===== src/hw/mdio_pkg.sv =====
// Purpose: Shared constants and carriers for the motor I/O status block
// Assumes: 250 MHz hclk, AHB-Lite register access, 32-bit words
// Notes:   Offsets are byte addresses of aligned words
package mdio_pkg;
   // Register byte offsets
   localparam logic [7:0] OFS_CONFIG   = 8'h00;
   localparam logic [7:0] OFS_BAND     = 8'h04;
   localparam logic [7:0] OFS_NETIN    = 8'h08;
   localparam logic [7:0] OFS_NETOUT   = 8'h0c;
   localparam logic [7:0] OFS_ROUTE    = 8'h10;
   localparam logic [7:0] OFS_STATUS   = 8'h14;
   localparam logic [7:0] OFS_ECHO     = 8'h18;
   localparam logic [7:0] OFS_DEVIATE  = 8'h1c;
   localparam logic [7:0] OFS_GPOL     = 8'h20;
   // Config field positions
   localparam int CFG_STEP_EN  = 0;
   localparam int CFG_ACT_LO   = 1;
   localparam int CFG_OT_EN    = 3;
   localparam int CFG_OT_DECEL = 4;
   localparam int CFG_LS_NC    = 5;
   localparam int CFG_HS_NC    = 6;
   localparam int CFG_SLIT_NC  = 7;
   localparam int CFG_SLIT_USE = 8;
   // Reset values and band limits
   localparam logic [8:0]  CFG_RESET  = 9'h008;
   localparam logic [11:0] BAND_RESET = 12'h048;
   localparam logic [11:0] BAND_MIN   = 12'h001;
   localparam logic [11:0] BAND_MAX   = 12'he10;
   // Action encodings
   localparam logic [1:0] ACT_NONE  = 2'h0;
   localparam logic [1:0] ACT_WARN  = 2'h1;
   localparam logic [1:0] ACT_ALARM = 2'h2;
   // Index pulse timing
   localparam int CLK_MHZ      = 250;
   localparam int IDX_MIN_US   = 1000;
   localparam int IDX_MAX_US   = 3000;
   localparam int IDX_HOLD_CYC = IDX_MIN_US * CLK_MHZ;
   localparam int IDX_LAT_CYC  = IDX_MAX_US * CLK_MHZ;
   // Sensor inputs as one carrier
   typedef struct packed {
      logic pos_limit;
      logic neg_limit;
      logic home_sensor;
      logic slit;
      logic encoder_index;
   } mdio_sensor_type;
   // Operation inputs that get echoed
   typedef struct packed {
      logic dir_fwd;
      logic dir_rvs;
      logic home_cmd;
      logic start;
      logic jog_pos;
      logic jog_neg;
      logic data_sel;
      logic free;
      logic stop;
   } mdio_op_type;
endpackage


===== src/hw/mdio_status.sv =====
// Purpose: Status outputs, sensor handling and general signals of a driver
// Assumes: Single 250 MHz clock; sensors and direct inputs are asynchronous
// Notes:   Registers reached over AHB-Lite, zero wait states, OKAY always
// Functional notes
// - Main-power output follows the main supply being on.
// - Loss-of-sync output set when enabled deviation reaches the band.
// - Loss-of-sync detection enable bit, reset to disabled.
// - Band in 0.1 degree units, 1 to 3600, default 72.
// - Two-bit action: none, warning or alarm; default none.
// - Overheat output follows the overheat warning, clears itself.
// - Encoder index output answers the encoder index input.
// - Index output follows movement within 3 ms.
// - Brake-released output follows the brake state.
// - Response outputs mirror input levels, not motor motion.
// - Limits feed home-seeking in homing, else overtravel stop.
// - Hardware overtravel enable bit, reset to enabled.
// - Overtravel stop kind: immediate or deceleration, default immediate.
// - Limit polarity: normally open or closed, default open.
// - Home sensor used as mechanical home in 3-sensor mode.
// - Home sensor polarity setting, default normally open.
// - Slit optionally combined with home sensor; own polarity.
// - Sixteen general signals between direct I/O and network bits.
// - Network input bit drives its direct output.
// - Direct input, after polarity, reports on network output bit.
`timescale 1ns/10ps
`default_nettype none
module mdio_status
(
   // Clock and reset
   input  wire logic                      hclk,
   input  wire logic                      hresetn,
   // AHB-Lite slave
   input  wire logic                      hsel,
   input  wire logic [31:0]               haddr,
   input  wire logic [1:0]                htrans,
   input  wire logic                      hwrite,
   input  wire logic [2:0]                hsize,
   input  wire logic [31:0]               hwdata,
   input  wire logic                      hready,
   output logic      [31:0]               hrdata,
   output logic                           hreadyout,
   output logic                           hresp,
   // Driver state from the core
   input  wire logic                      main_power_on,
   input  wire logic                      overheat_warn,
   input  wire logic                      brake_released,
   input  wire logic                      homing_active,
   input  wire logic                      three_sensor_mode,
   input  wire logic [15:0]               deviation,
   input  wire mdio_pkg::mdio_op_type     op_in,
   // Sensor pins
   input  wire mdio_pkg::mdio_sensor_type sensor_in,
   input  wire logic [15:0]               direct_in,
   // Status outputs
   output logic                           main_power_status,
   output logic                           stepout_out,
   output logic                           stepout_warn,
   output logic                           stepout_alarm,
   output logic                           overheat_out,
   output logic                           encoder_index_out,
   output logic                           brake_released_out,
   output mdio_pkg::mdio_op_type          op_echo,
   output mdio_pkg::mdio_sensor_type      sensor_echo,
   // Homing and overtravel
   output logic                           home_pos_limit,
   output logic                           home_neg_limit,
   output logic                           home_mark,
   output logic                           overtravel_stop,
   output logic                           overtravel_decel,
   // General signals
   output logic      [15:0]               direct_out
);
   // Register state
   logic [8:0]  cfg_q;
   logic [1:0]  act_q;
   logic [11:0] band_q;
   logic [15:0] netin_q;
   logic [15:0] route_q;
   logic [15:0] gpol_q;
   logic [15:0] netout_q;
   // Bus data phase
   logic        wr_pend_q;
   logic [7:0]  wr_addr_q;
   // Synchronisers
   logic [4:0]  sens_s1_q;
   logic [4:0]  sens_s2_q;
   logic [15:0] din_s1_q;
   logic [15:0] din_s2_q;
   // Index pulse stretch
   logic        idx_prev_q;
   logic [19:0] idx_cnt_q;
   logic [31:0] rd_d;
   logic        pos_act;
   logic        neg_act;
   logic        home_act;
   logic        slit_act;

   // Clamp a band write into the legal range
   function automatic logic [11:0] clamp_band(input logic [31:0] v);
      if (v[31:0] < {20'h0, mdio_pkg::BAND_MIN})
         clamp_band = mdio_pkg::BAND_MIN;
      else if (v[31:0] > {20'h0, mdio_pkg::BAND_MAX})
         clamp_band = mdio_pkg::BAND_MAX;
      else
         clamp_band = v[11:0];
   endfunction

   // Apply normally-closed polarity
   function automatic logic apply_pol(input logic lvl, input logic nc);
      apply_pol = lvl ^ nc;
   endfunction

   // Two-stage sync; first stage feeds only the second
   always_ff @(posedge hclk or negedge hresetn)
   begin
      if (!hresetn)
      begin
         sens_s1_q <= 5'h00;
         sens_s2_q <= 5'h00;
         din_s1_q  <= 16'h0000;
         din_s2_q  <= 16'h0000;
      end
      else
      begin
         sens_s1_q <= sensor_in;
         sens_s2_q <= sens_s1_q;
         din_s1_q  <= direct_in;
         din_s2_q  <= din_s1_q;
      end
   end

   // Polarity applied to synchronised sensors
   assign pos_act  = apply_pol(sens_s2_q[4],
                               cfg_q[mdio_pkg::CFG_LS_NC]);
   assign neg_act  = apply_pol(sens_s2_q[3],
                               cfg_q[mdio_pkg::CFG_LS_NC]);
   assign home_act = apply_pol(sens_s2_q[2],
                               cfg_q[mdio_pkg::CFG_HS_NC]);
   assign slit_act = apply_pol(sens_s2_q[1],
                               cfg_q[mdio_pkg::CFG_SLIT_NC]);

   // Write capture: address phase then data phase
   always_ff @(posedge hclk or negedge hresetn)
   begin
      if (!hresetn)
      begin
         wr_pend_q <= 1'b0;
         wr_addr_q <= 8'h00;
      end
      else if (hready)
      begin
         wr_pend_q <= hsel & htrans[1] & hwrite;
         wr_addr_q <= haddr[7:0];
      end
   end

   // Software settings; aligned offsets only, hsize ignored so any write sets the whole word
   always_ff @(posedge hclk or negedge hresetn)
   begin
      if (!hresetn)
      begin
         cfg_q   <= mdio_pkg::CFG_RESET;
         act_q   <= mdio_pkg::ACT_NONE;
         band_q  <= mdio_pkg::BAND_RESET;
         netin_q <= 16'h0000;
         route_q <= 16'h0000;
         gpol_q  <= 16'h0000;
      end
      else if (wr_pend_q)
      begin
         case (wr_addr_q)
            mdio_pkg::OFS_CONFIG:
            begin
               cfg_q <= {hwdata[8:3], 2'h0, hwdata[0]};
               act_q <= (hwdata[2:1] == 2'h3) ? mdio_pkg::ACT_NONE
                                              : hwdata[2:1];
            end
            mdio_pkg::OFS_BAND:  band_q  <= clamp_band(hwdata);
            mdio_pkg::OFS_NETIN: netin_q <= hwdata[15:0];
            mdio_pkg::OFS_ROUTE: route_q <= hwdata[15:0];
            mdio_pkg::OFS_GPOL:  gpol_q  <= hwdata[15:0];
            default: ;
         endcase
      end
   end

   // Read mux; unmapped reads return zero
   always_comb
   begin
      rd_d = 32'h0000_0000;
      case (haddr[7:0])
         mdio_pkg::OFS_CONFIG:
            rd_d = {23'h0, cfg_q[8:3], act_q, cfg_q[0]};
         mdio_pkg::OFS_BAND:    rd_d = {20'h0, band_q};
         mdio_pkg::OFS_NETIN:   rd_d = {16'h0, netin_q};
         mdio_pkg::OFS_NETOUT:  rd_d = {16'h0, netout_q};
         mdio_pkg::OFS_ROUTE:   rd_d = {16'h0, route_q};
         mdio_pkg::OFS_STATUS:
            rd_d = {20'h0, overtravel_stop, stepout_alarm, stepout_warn,
                    stepout_out, brake_released_out, encoder_index_out,
                    overheat_out, main_power_status, sensor_echo[4:1]};
         mdio_pkg::OFS_ECHO:    rd_d = {23'h0, op_echo};
         mdio_pkg::OFS_DEVIATE: rd_d = {16'h0, deviation};
         mdio_pkg::OFS_GPOL:    rd_d = {16'h0, gpol_q};
         default:               rd_d = 32'h0000_0000;
      endcase
   end

   // Read data registered; answer in the data phase with no wait
   always_ff @(posedge hclk or negedge hresetn)
   begin
      if (!hresetn)
      begin
         hrdata    <= 32'h0000_0000;
         hreadyout <= 1'b1;
         hresp     <= 1'b0;
      end
      else
      begin
         if (hready & hsel & htrans[1] & ~hwrite)
            hrdata <= rd_d;
         hreadyout <= 1'b1;                   // Never stalls
         hresp     <= 1'b0;                   // OKAY only
      end
   end

   // Plain status followers, one cycle of latency
   always_ff @(posedge hclk or negedge hresetn)
   begin
      if (!hresetn)
      begin
         main_power_status  <= 1'b0;
         overheat_out       <= 1'b0;
         brake_released_out <= 1'b0;
      end
      else
      begin
         main_power_status  <= main_power_on;
         overheat_out       <= overheat_warn;
         brake_released_out <= brake_released;
      end
   end

   // Loss of synchronism; deviation in 0.1 degree units
   always_ff @(posedge hclk or negedge hresetn)
   begin
      if (!hresetn)
      begin
         stepout_out   <= 1'b0;
         stepout_warn  <= 1'b0;
         stepout_alarm <= 1'b0;
      end
      else
      begin
         stepout_out   <= cfg_q[mdio_pkg::CFG_STEP_EN]
                          & (deviation >= {4'h0, band_q});
         stepout_warn  <= cfg_q[mdio_pkg::CFG_STEP_EN]
                          & (deviation >= {4'h0, band_q})
                          & (act_q == mdio_pkg::ACT_WARN);
         stepout_alarm <= cfg_q[mdio_pkg::CFG_STEP_EN]
                          & (deviation >= {4'h0, band_q})
                          & (act_q == mdio_pkg::ACT_ALARM);
      end
   end

   // Index output: rising edge starts a 1 ms pulse.
   // Stretching keeps short glitches visible; latency is 3 cycles.
   always_ff @(posedge hclk or negedge hresetn)
   begin
      if (!hresetn)
      begin
         idx_prev_q        <= 1'b0;
         idx_cnt_q         <= 20'h00000;
         encoder_index_out <= 1'b0;
      end
      else
      begin
         idx_prev_q <= sens_s2_q[0];
         if (sens_s2_q[0] & ~idx_prev_q)
         begin
            idx_cnt_q         <= 20'(mdio_pkg::IDX_HOLD_CYC - 1);
            encoder_index_out <= 1'b1;
         end
         else if (idx_cnt_q != 20'h00000)
            idx_cnt_q <= idx_cnt_q - 20'h00001;
         else
            encoder_index_out <= sens_s2_q[0];  // Long pulses held
      end
   end

   // Echoes of input levels, never of motor motion
   always_ff @(posedge hclk or negedge hresetn)
   begin
      if (!hresetn)
      begin
         op_echo     <= '0;
         sensor_echo <= '0;
      end
      else
      begin
         op_echo     <= op_in;
         sensor_echo <= {pos_act, neg_act, home_act, slit_act,
                         sens_s2_q[0]};
      end
   end

   // Limits: homing gets them, otherwise overtravel stop
   always_ff @(posedge hclk or negedge hresetn)
   begin
      if (!hresetn)
      begin
         home_pos_limit   <= 1'b0;
         home_neg_limit   <= 1'b0;
         home_mark        <= 1'b0;
         overtravel_stop  <= 1'b0;
         overtravel_decel <= 1'b0;
      end
      else
      begin
         home_pos_limit  <= homing_active & pos_act;
         home_neg_limit  <= homing_active & neg_act;
         // Slit narrows the home window when enabled
         home_mark <= homing_active & three_sensor_mode & home_act
                  & (slit_act | ~cfg_q[mdio_pkg::CFG_SLIT_USE]);
         overtravel_stop <= ~homing_active & cfg_q[mdio_pkg::CFG_OT_EN]
                            & (pos_act | neg_act);
         overtravel_decel <= cfg_q[mdio_pkg::CFG_OT_DECEL];
      end
   end

   // General signals: network to outputs, inputs to network
   always_ff @(posedge hclk or negedge hresetn)
   begin
      if (!hresetn)
      begin
         direct_out <= 16'h0000;
         netout_q   <= 16'h0000;
      end
      else
      begin
         direct_out <= netin_q & route_q;
         netout_q   <= (din_s2_q ^ gpol_q) & ~route_q;
      end
   end
endmodule
`default_nettype wire


===== config.mk =====
export PLATFORM = sky130hd
export DESIGN_NAME = mdio_status
export DESIGN_NICKNAME = d
export VERILOG_FILES = /design/src/hw/mdio_pkg.sv /design/src/hw/mdio_status.sv
export SDC_FILE = /design/constraint.sdc
export NUM_CORES = 1
export LEC_CHECK = 0
export ABC_AREA = 1
export BUFFER_PORTS_ARGS = -buffer_cell sky130_fd_sc_hd__buf_2
export CELL_PAD_IN_SITES_DETAIL_PLACEMENT = 0
export CELL_PAD_IN_SITES_GLOBAL_PLACEMENT = 1
export CORE_UTILIZATION = 37
export CTS_CLUSTER_SIZE = 40
export DETAILED_ROUTE_END_ITERATION = 8
export PLACE_DENSITY_LB_ADDON = 0.1
export SLEW_MARGIN = 0
export SYNTH_ARGS = -nofsm -noshare
export SYNTH_HDL_FRONTEND = slang
export SYNTH_SLANG_ARGS = --single-unit
export TNS_END_PERCENT = 30

===== constraint.sdc =====
create_clock -name hclk -period 1.5 [get_ports hclk]
set_input_delay 0.075 -clock hclk [delete_from_list [all_inputs] [get_ports hclk]]
set_output_delay 0.075 -clock hclk [all_outputs]
set_load 0.1 [all_outputs]

==> metrics.txt <==
share of cells above drive strength 1=27.5%; WP data required=1.89 ns; Final Hold Violating Endpoints=1; core footprint=between 0.02 and 0.03 mm²; Syn Inst Count=between 1,000 and 1,500; cell count after placement=1,647; Max-slew headroom=66.1%; CP startpoint kind=flop; Comb power frac=16.4%; register area share after synthesis=a little under three fifths; mux contribution to synthesized area=0%; vias=8,368; simple-gate share of the synthesized area=26.1%; Post-Synth XOR/XNOR Area=approximately 2.5%; max cap viols=0; clock skew=0.0242 ns; post-route DRC violation count=0; fraction of registers with async set or reset after synthesis=between 90% and 100%; P_sw=4.63 mW; H-tree lvl count=1; DRT Pass-1 Iters=5; Die H=~160 µm; post-synthesis adder-cell area fraction=under 10%; final hold slack=-0.000165 ns; Max Slew Vio Count=0; Std-Cell Rows=58; Via-to-Cell Ratio=between 4 and 5; unrepaired setup endpoints after global routing=yes; HP Class=in2reg; CTS Buffer Depth=3; Crit. End Element=flop; starting density of the core=a little under two fifths; Synth Flop Type=dfrtp_1; Least-Margin Pin Slew=~0.51 ns; placer congestion estimate=0.814; crit share post-route=104%; first-pass GRT wire length=between 40 and 50 mm; setup violators final=11; final std cells w/o fill=approximately 1,800; HPWL Detailed=20.4 mm; Mapped Avg Cell Area=roughly 8.6 µm²; internal power=11.0 mW; Worst VDD drop=0.850 mV; vias in the first global route=between 8,000 and 9,000; initial antenna violation count=3; CTS tree=yes; critical path type=reg2reg; Post-Syn Area=0.00968 mm²; Routed Antenna Nets=0; Total GRT Usage=21.6%; DIE AREA=~0.027 mm²; Distinct cells, synth=38; Max Clk Rate=between 600 and 700 MHz; gr ovfl total=0; cell accounting for the most synthesized area=dfrtp_1; Compound-Gate Fraction of Synth Area=approximately 5.5%; Area Growth Syn to Fin=40.7%; largest cells by area after synthesis=dfrtp_1, nand2_1, nor2_1, nand3_1, inv_1; largest net degree at the start of global routing=47; Seq cells post-synth=about 210; Pwr per Cell Area=~1100 mW/mm²; Setup WS pre-CTS=-0.0186 ns; Reg power frac=slightly above 40%; failing checks=negative hold slack, negative setup slack; fin worst setup slack=-0.0674 ns; 1st-iter DRT viols=~520; CTS root buf=clkbuf_16; nets=around 1,600; Final min period=about 1.6 ns; share of the synthesized area in the top cell type=a little over half; Reg clk slew, reported paths=approximately 0.06 ns; Ports=between 200 and 250; status=complete, but fails checks; switch share=29.6%; clock network power share=42.8%; crit path max fanout=5; TritonCTS Buffers=25; number of flops mapped to enable cells by yosys=0; routed wire length per instance=about 17 µm; Buffers on Ports=between 150 and 200; wirelength, routed=about 30 mm; Syn. warnings=0; Die X=roughly 160 µm; clk_lat worst skew=~0.53 ns; Worst EP arrival=between 1.5 and 2 ns; clock sink count=about 210; leakage power=a little over 7 nW; largest family of logic cells by synthesized area=simple AND/OR/NAND/NOR gates
critical path, cell delays in order (launching register included):
cell and delay [ns]:
dfrtp_1 0.42, nor2_2 0.18, nand2_2 0.10, nor2_4 0.14
nand3_4 0.09, nor2_4 0.24, clkinv_4 0.14, o31ai_4 0.08
inv_1 0.07
cell families (layout without fill, tap and decap cells):
family / after synthesis / after routing
AO/OA/AOI/OAI: 103 / 103
XOR/XNOR: 28 / 28
adder cells (fa/ha/maj): 14 / 14
buffers and inverters: 178 / 491
flip-flops: 214 / 214
other: 2 / 20
AND/OR/NAND/NOR: 588 / 588
cell type report:
type                       count  area [µm²]
inverter                     128         490
tap                          330         413
timing repair inverter         1        6.26
antenna                        2        5.00
sequential                   214        5360
timing repair buffer         316        2560
multi-input combinational    751        3870
fill                        2430       11800
clock inverter                19         273
clock buffer                  27         643
flip-flops by register name (all words and copies together) (netlist names), 7 cells and up:
name / count
hrdata: 16
route_q: 16
idx_cnt_q: 20
wr_addr_q: 8
direct_out: 16
op_echo: 9
din_s1_q: 16
din_s2_q: 16
netin_q: 16
gpol_q: 16
netout_q: 16
band_q: 12
cfg_q: 7
worst paths after layout:
kind / slack, ns / cells past startpoint / start / endpoint
max: -0.07 / 8 / idx_cnt_q[5] / idx_cnt_q[7]
min: -0.0002 / 4 / haddr[6] / wr_addr_q[6]
max reg2reg: -0.07 / 8 / idx_cnt_q[5] / idx_cnt_q[7]
min reg2reg: 0.34 / 0 / din_s1_q[15] / din_s2_q[15]
max in group asynchronous: 0.82 / 3 / hresetn / din_s1_q[1]
min in group asynchronous: 0.03 / 2 / hresetn / wr_addr_q[7]
cell usage in the layout (no fill, tap or decap), drive strengths merged:
cell	n
ha	14
nor2	158
dlygate4sd3	67
o31ai	1
o21bai	2
clkbuf	34
clkinv	9
nand3	102
xnor2	22
xor2	6
diode	2
nand2	295
bufinv	6
buf	241
dfstp	3
a31oi	3
or2	2
o21ai	79
nand4	13
nor3	15
dlymetal6s4s	1
inv	128
dfrtp	211
clkinvlp	5
nand3b	3
o2111a	1
a21oi	15
a21o	1
o22ai	1
conb	18
power by group through the flow:
stage          combinational (mW)  sequential [mW]  clock (mW)
2_1_floorplan               0.825             7.21           0
5_1_grt                      2.76             6.42        7.09
6_report                     2.57             6.39        6.70
3_5_place_dp                 2.27             6.47           0
4_1_cts                      2.44             6.37        6.83
3_3_place_gp                 2.26             6.47           0
Yosys cell counts, types with 8 or more instances:
library cell and instances:
inv_1 122, o21ai_0 77, nor2_1 145, xnor2_1 22, nand4_1 13, dfrtp_1 211
clkbuf_1 10, a21oi_1 15, nor3_1 13, buf_6 8, nand3_1 100, ha_1 14
buf_4 25, nand2_1 288
repair_timing:
action	in CTS	in global routing
gates cloned	0	9
hold buffers	68	0
pin swaps	6	29
setup buffers	0	17
endpoints found under the setup margin	7	100
hold endpoints to repair	319	0
gates resized for setup	12	94
metrics by stage:
stage | setup TNS, ns | hold WS (ns) | instance area (µm²) | power (mW) | utilization, %
detailed placement | -0.0479 | -0.0234 | 11300 | 8.74 | 44.6
finish | -0.298 | -0.000165 | 13600 | 15.7 | 53.6
global route | -1.40 | 0.0246 | 13600 | 16.3 | 53.6
floorplan | 0 | -0.221 | 9740 | 8.03 | -
CTS | 0 | 0.00235 | 13000 | 15.6 | 51.1
global placement | -0.0623 | -0.0191 | 11300 | 8.73 | 44.6
metal layers:
metal | share of wire (%) | vias to the layer above | track usage [%] | wire length [µm]
met3 | 5.0 | 36 | 3.03 | 1490
met5 | 0.040 | - | 0 | 12
li1 | - | 4138 | - | -
met4 | 1.7 | 2 | 4.67 | 524
met2 | 48 | 214 | 36.7 | 14500
met1 | 45 | 3978 | 29.2 | 13400
Note: power is estimated with default switching activity, not from simulation.
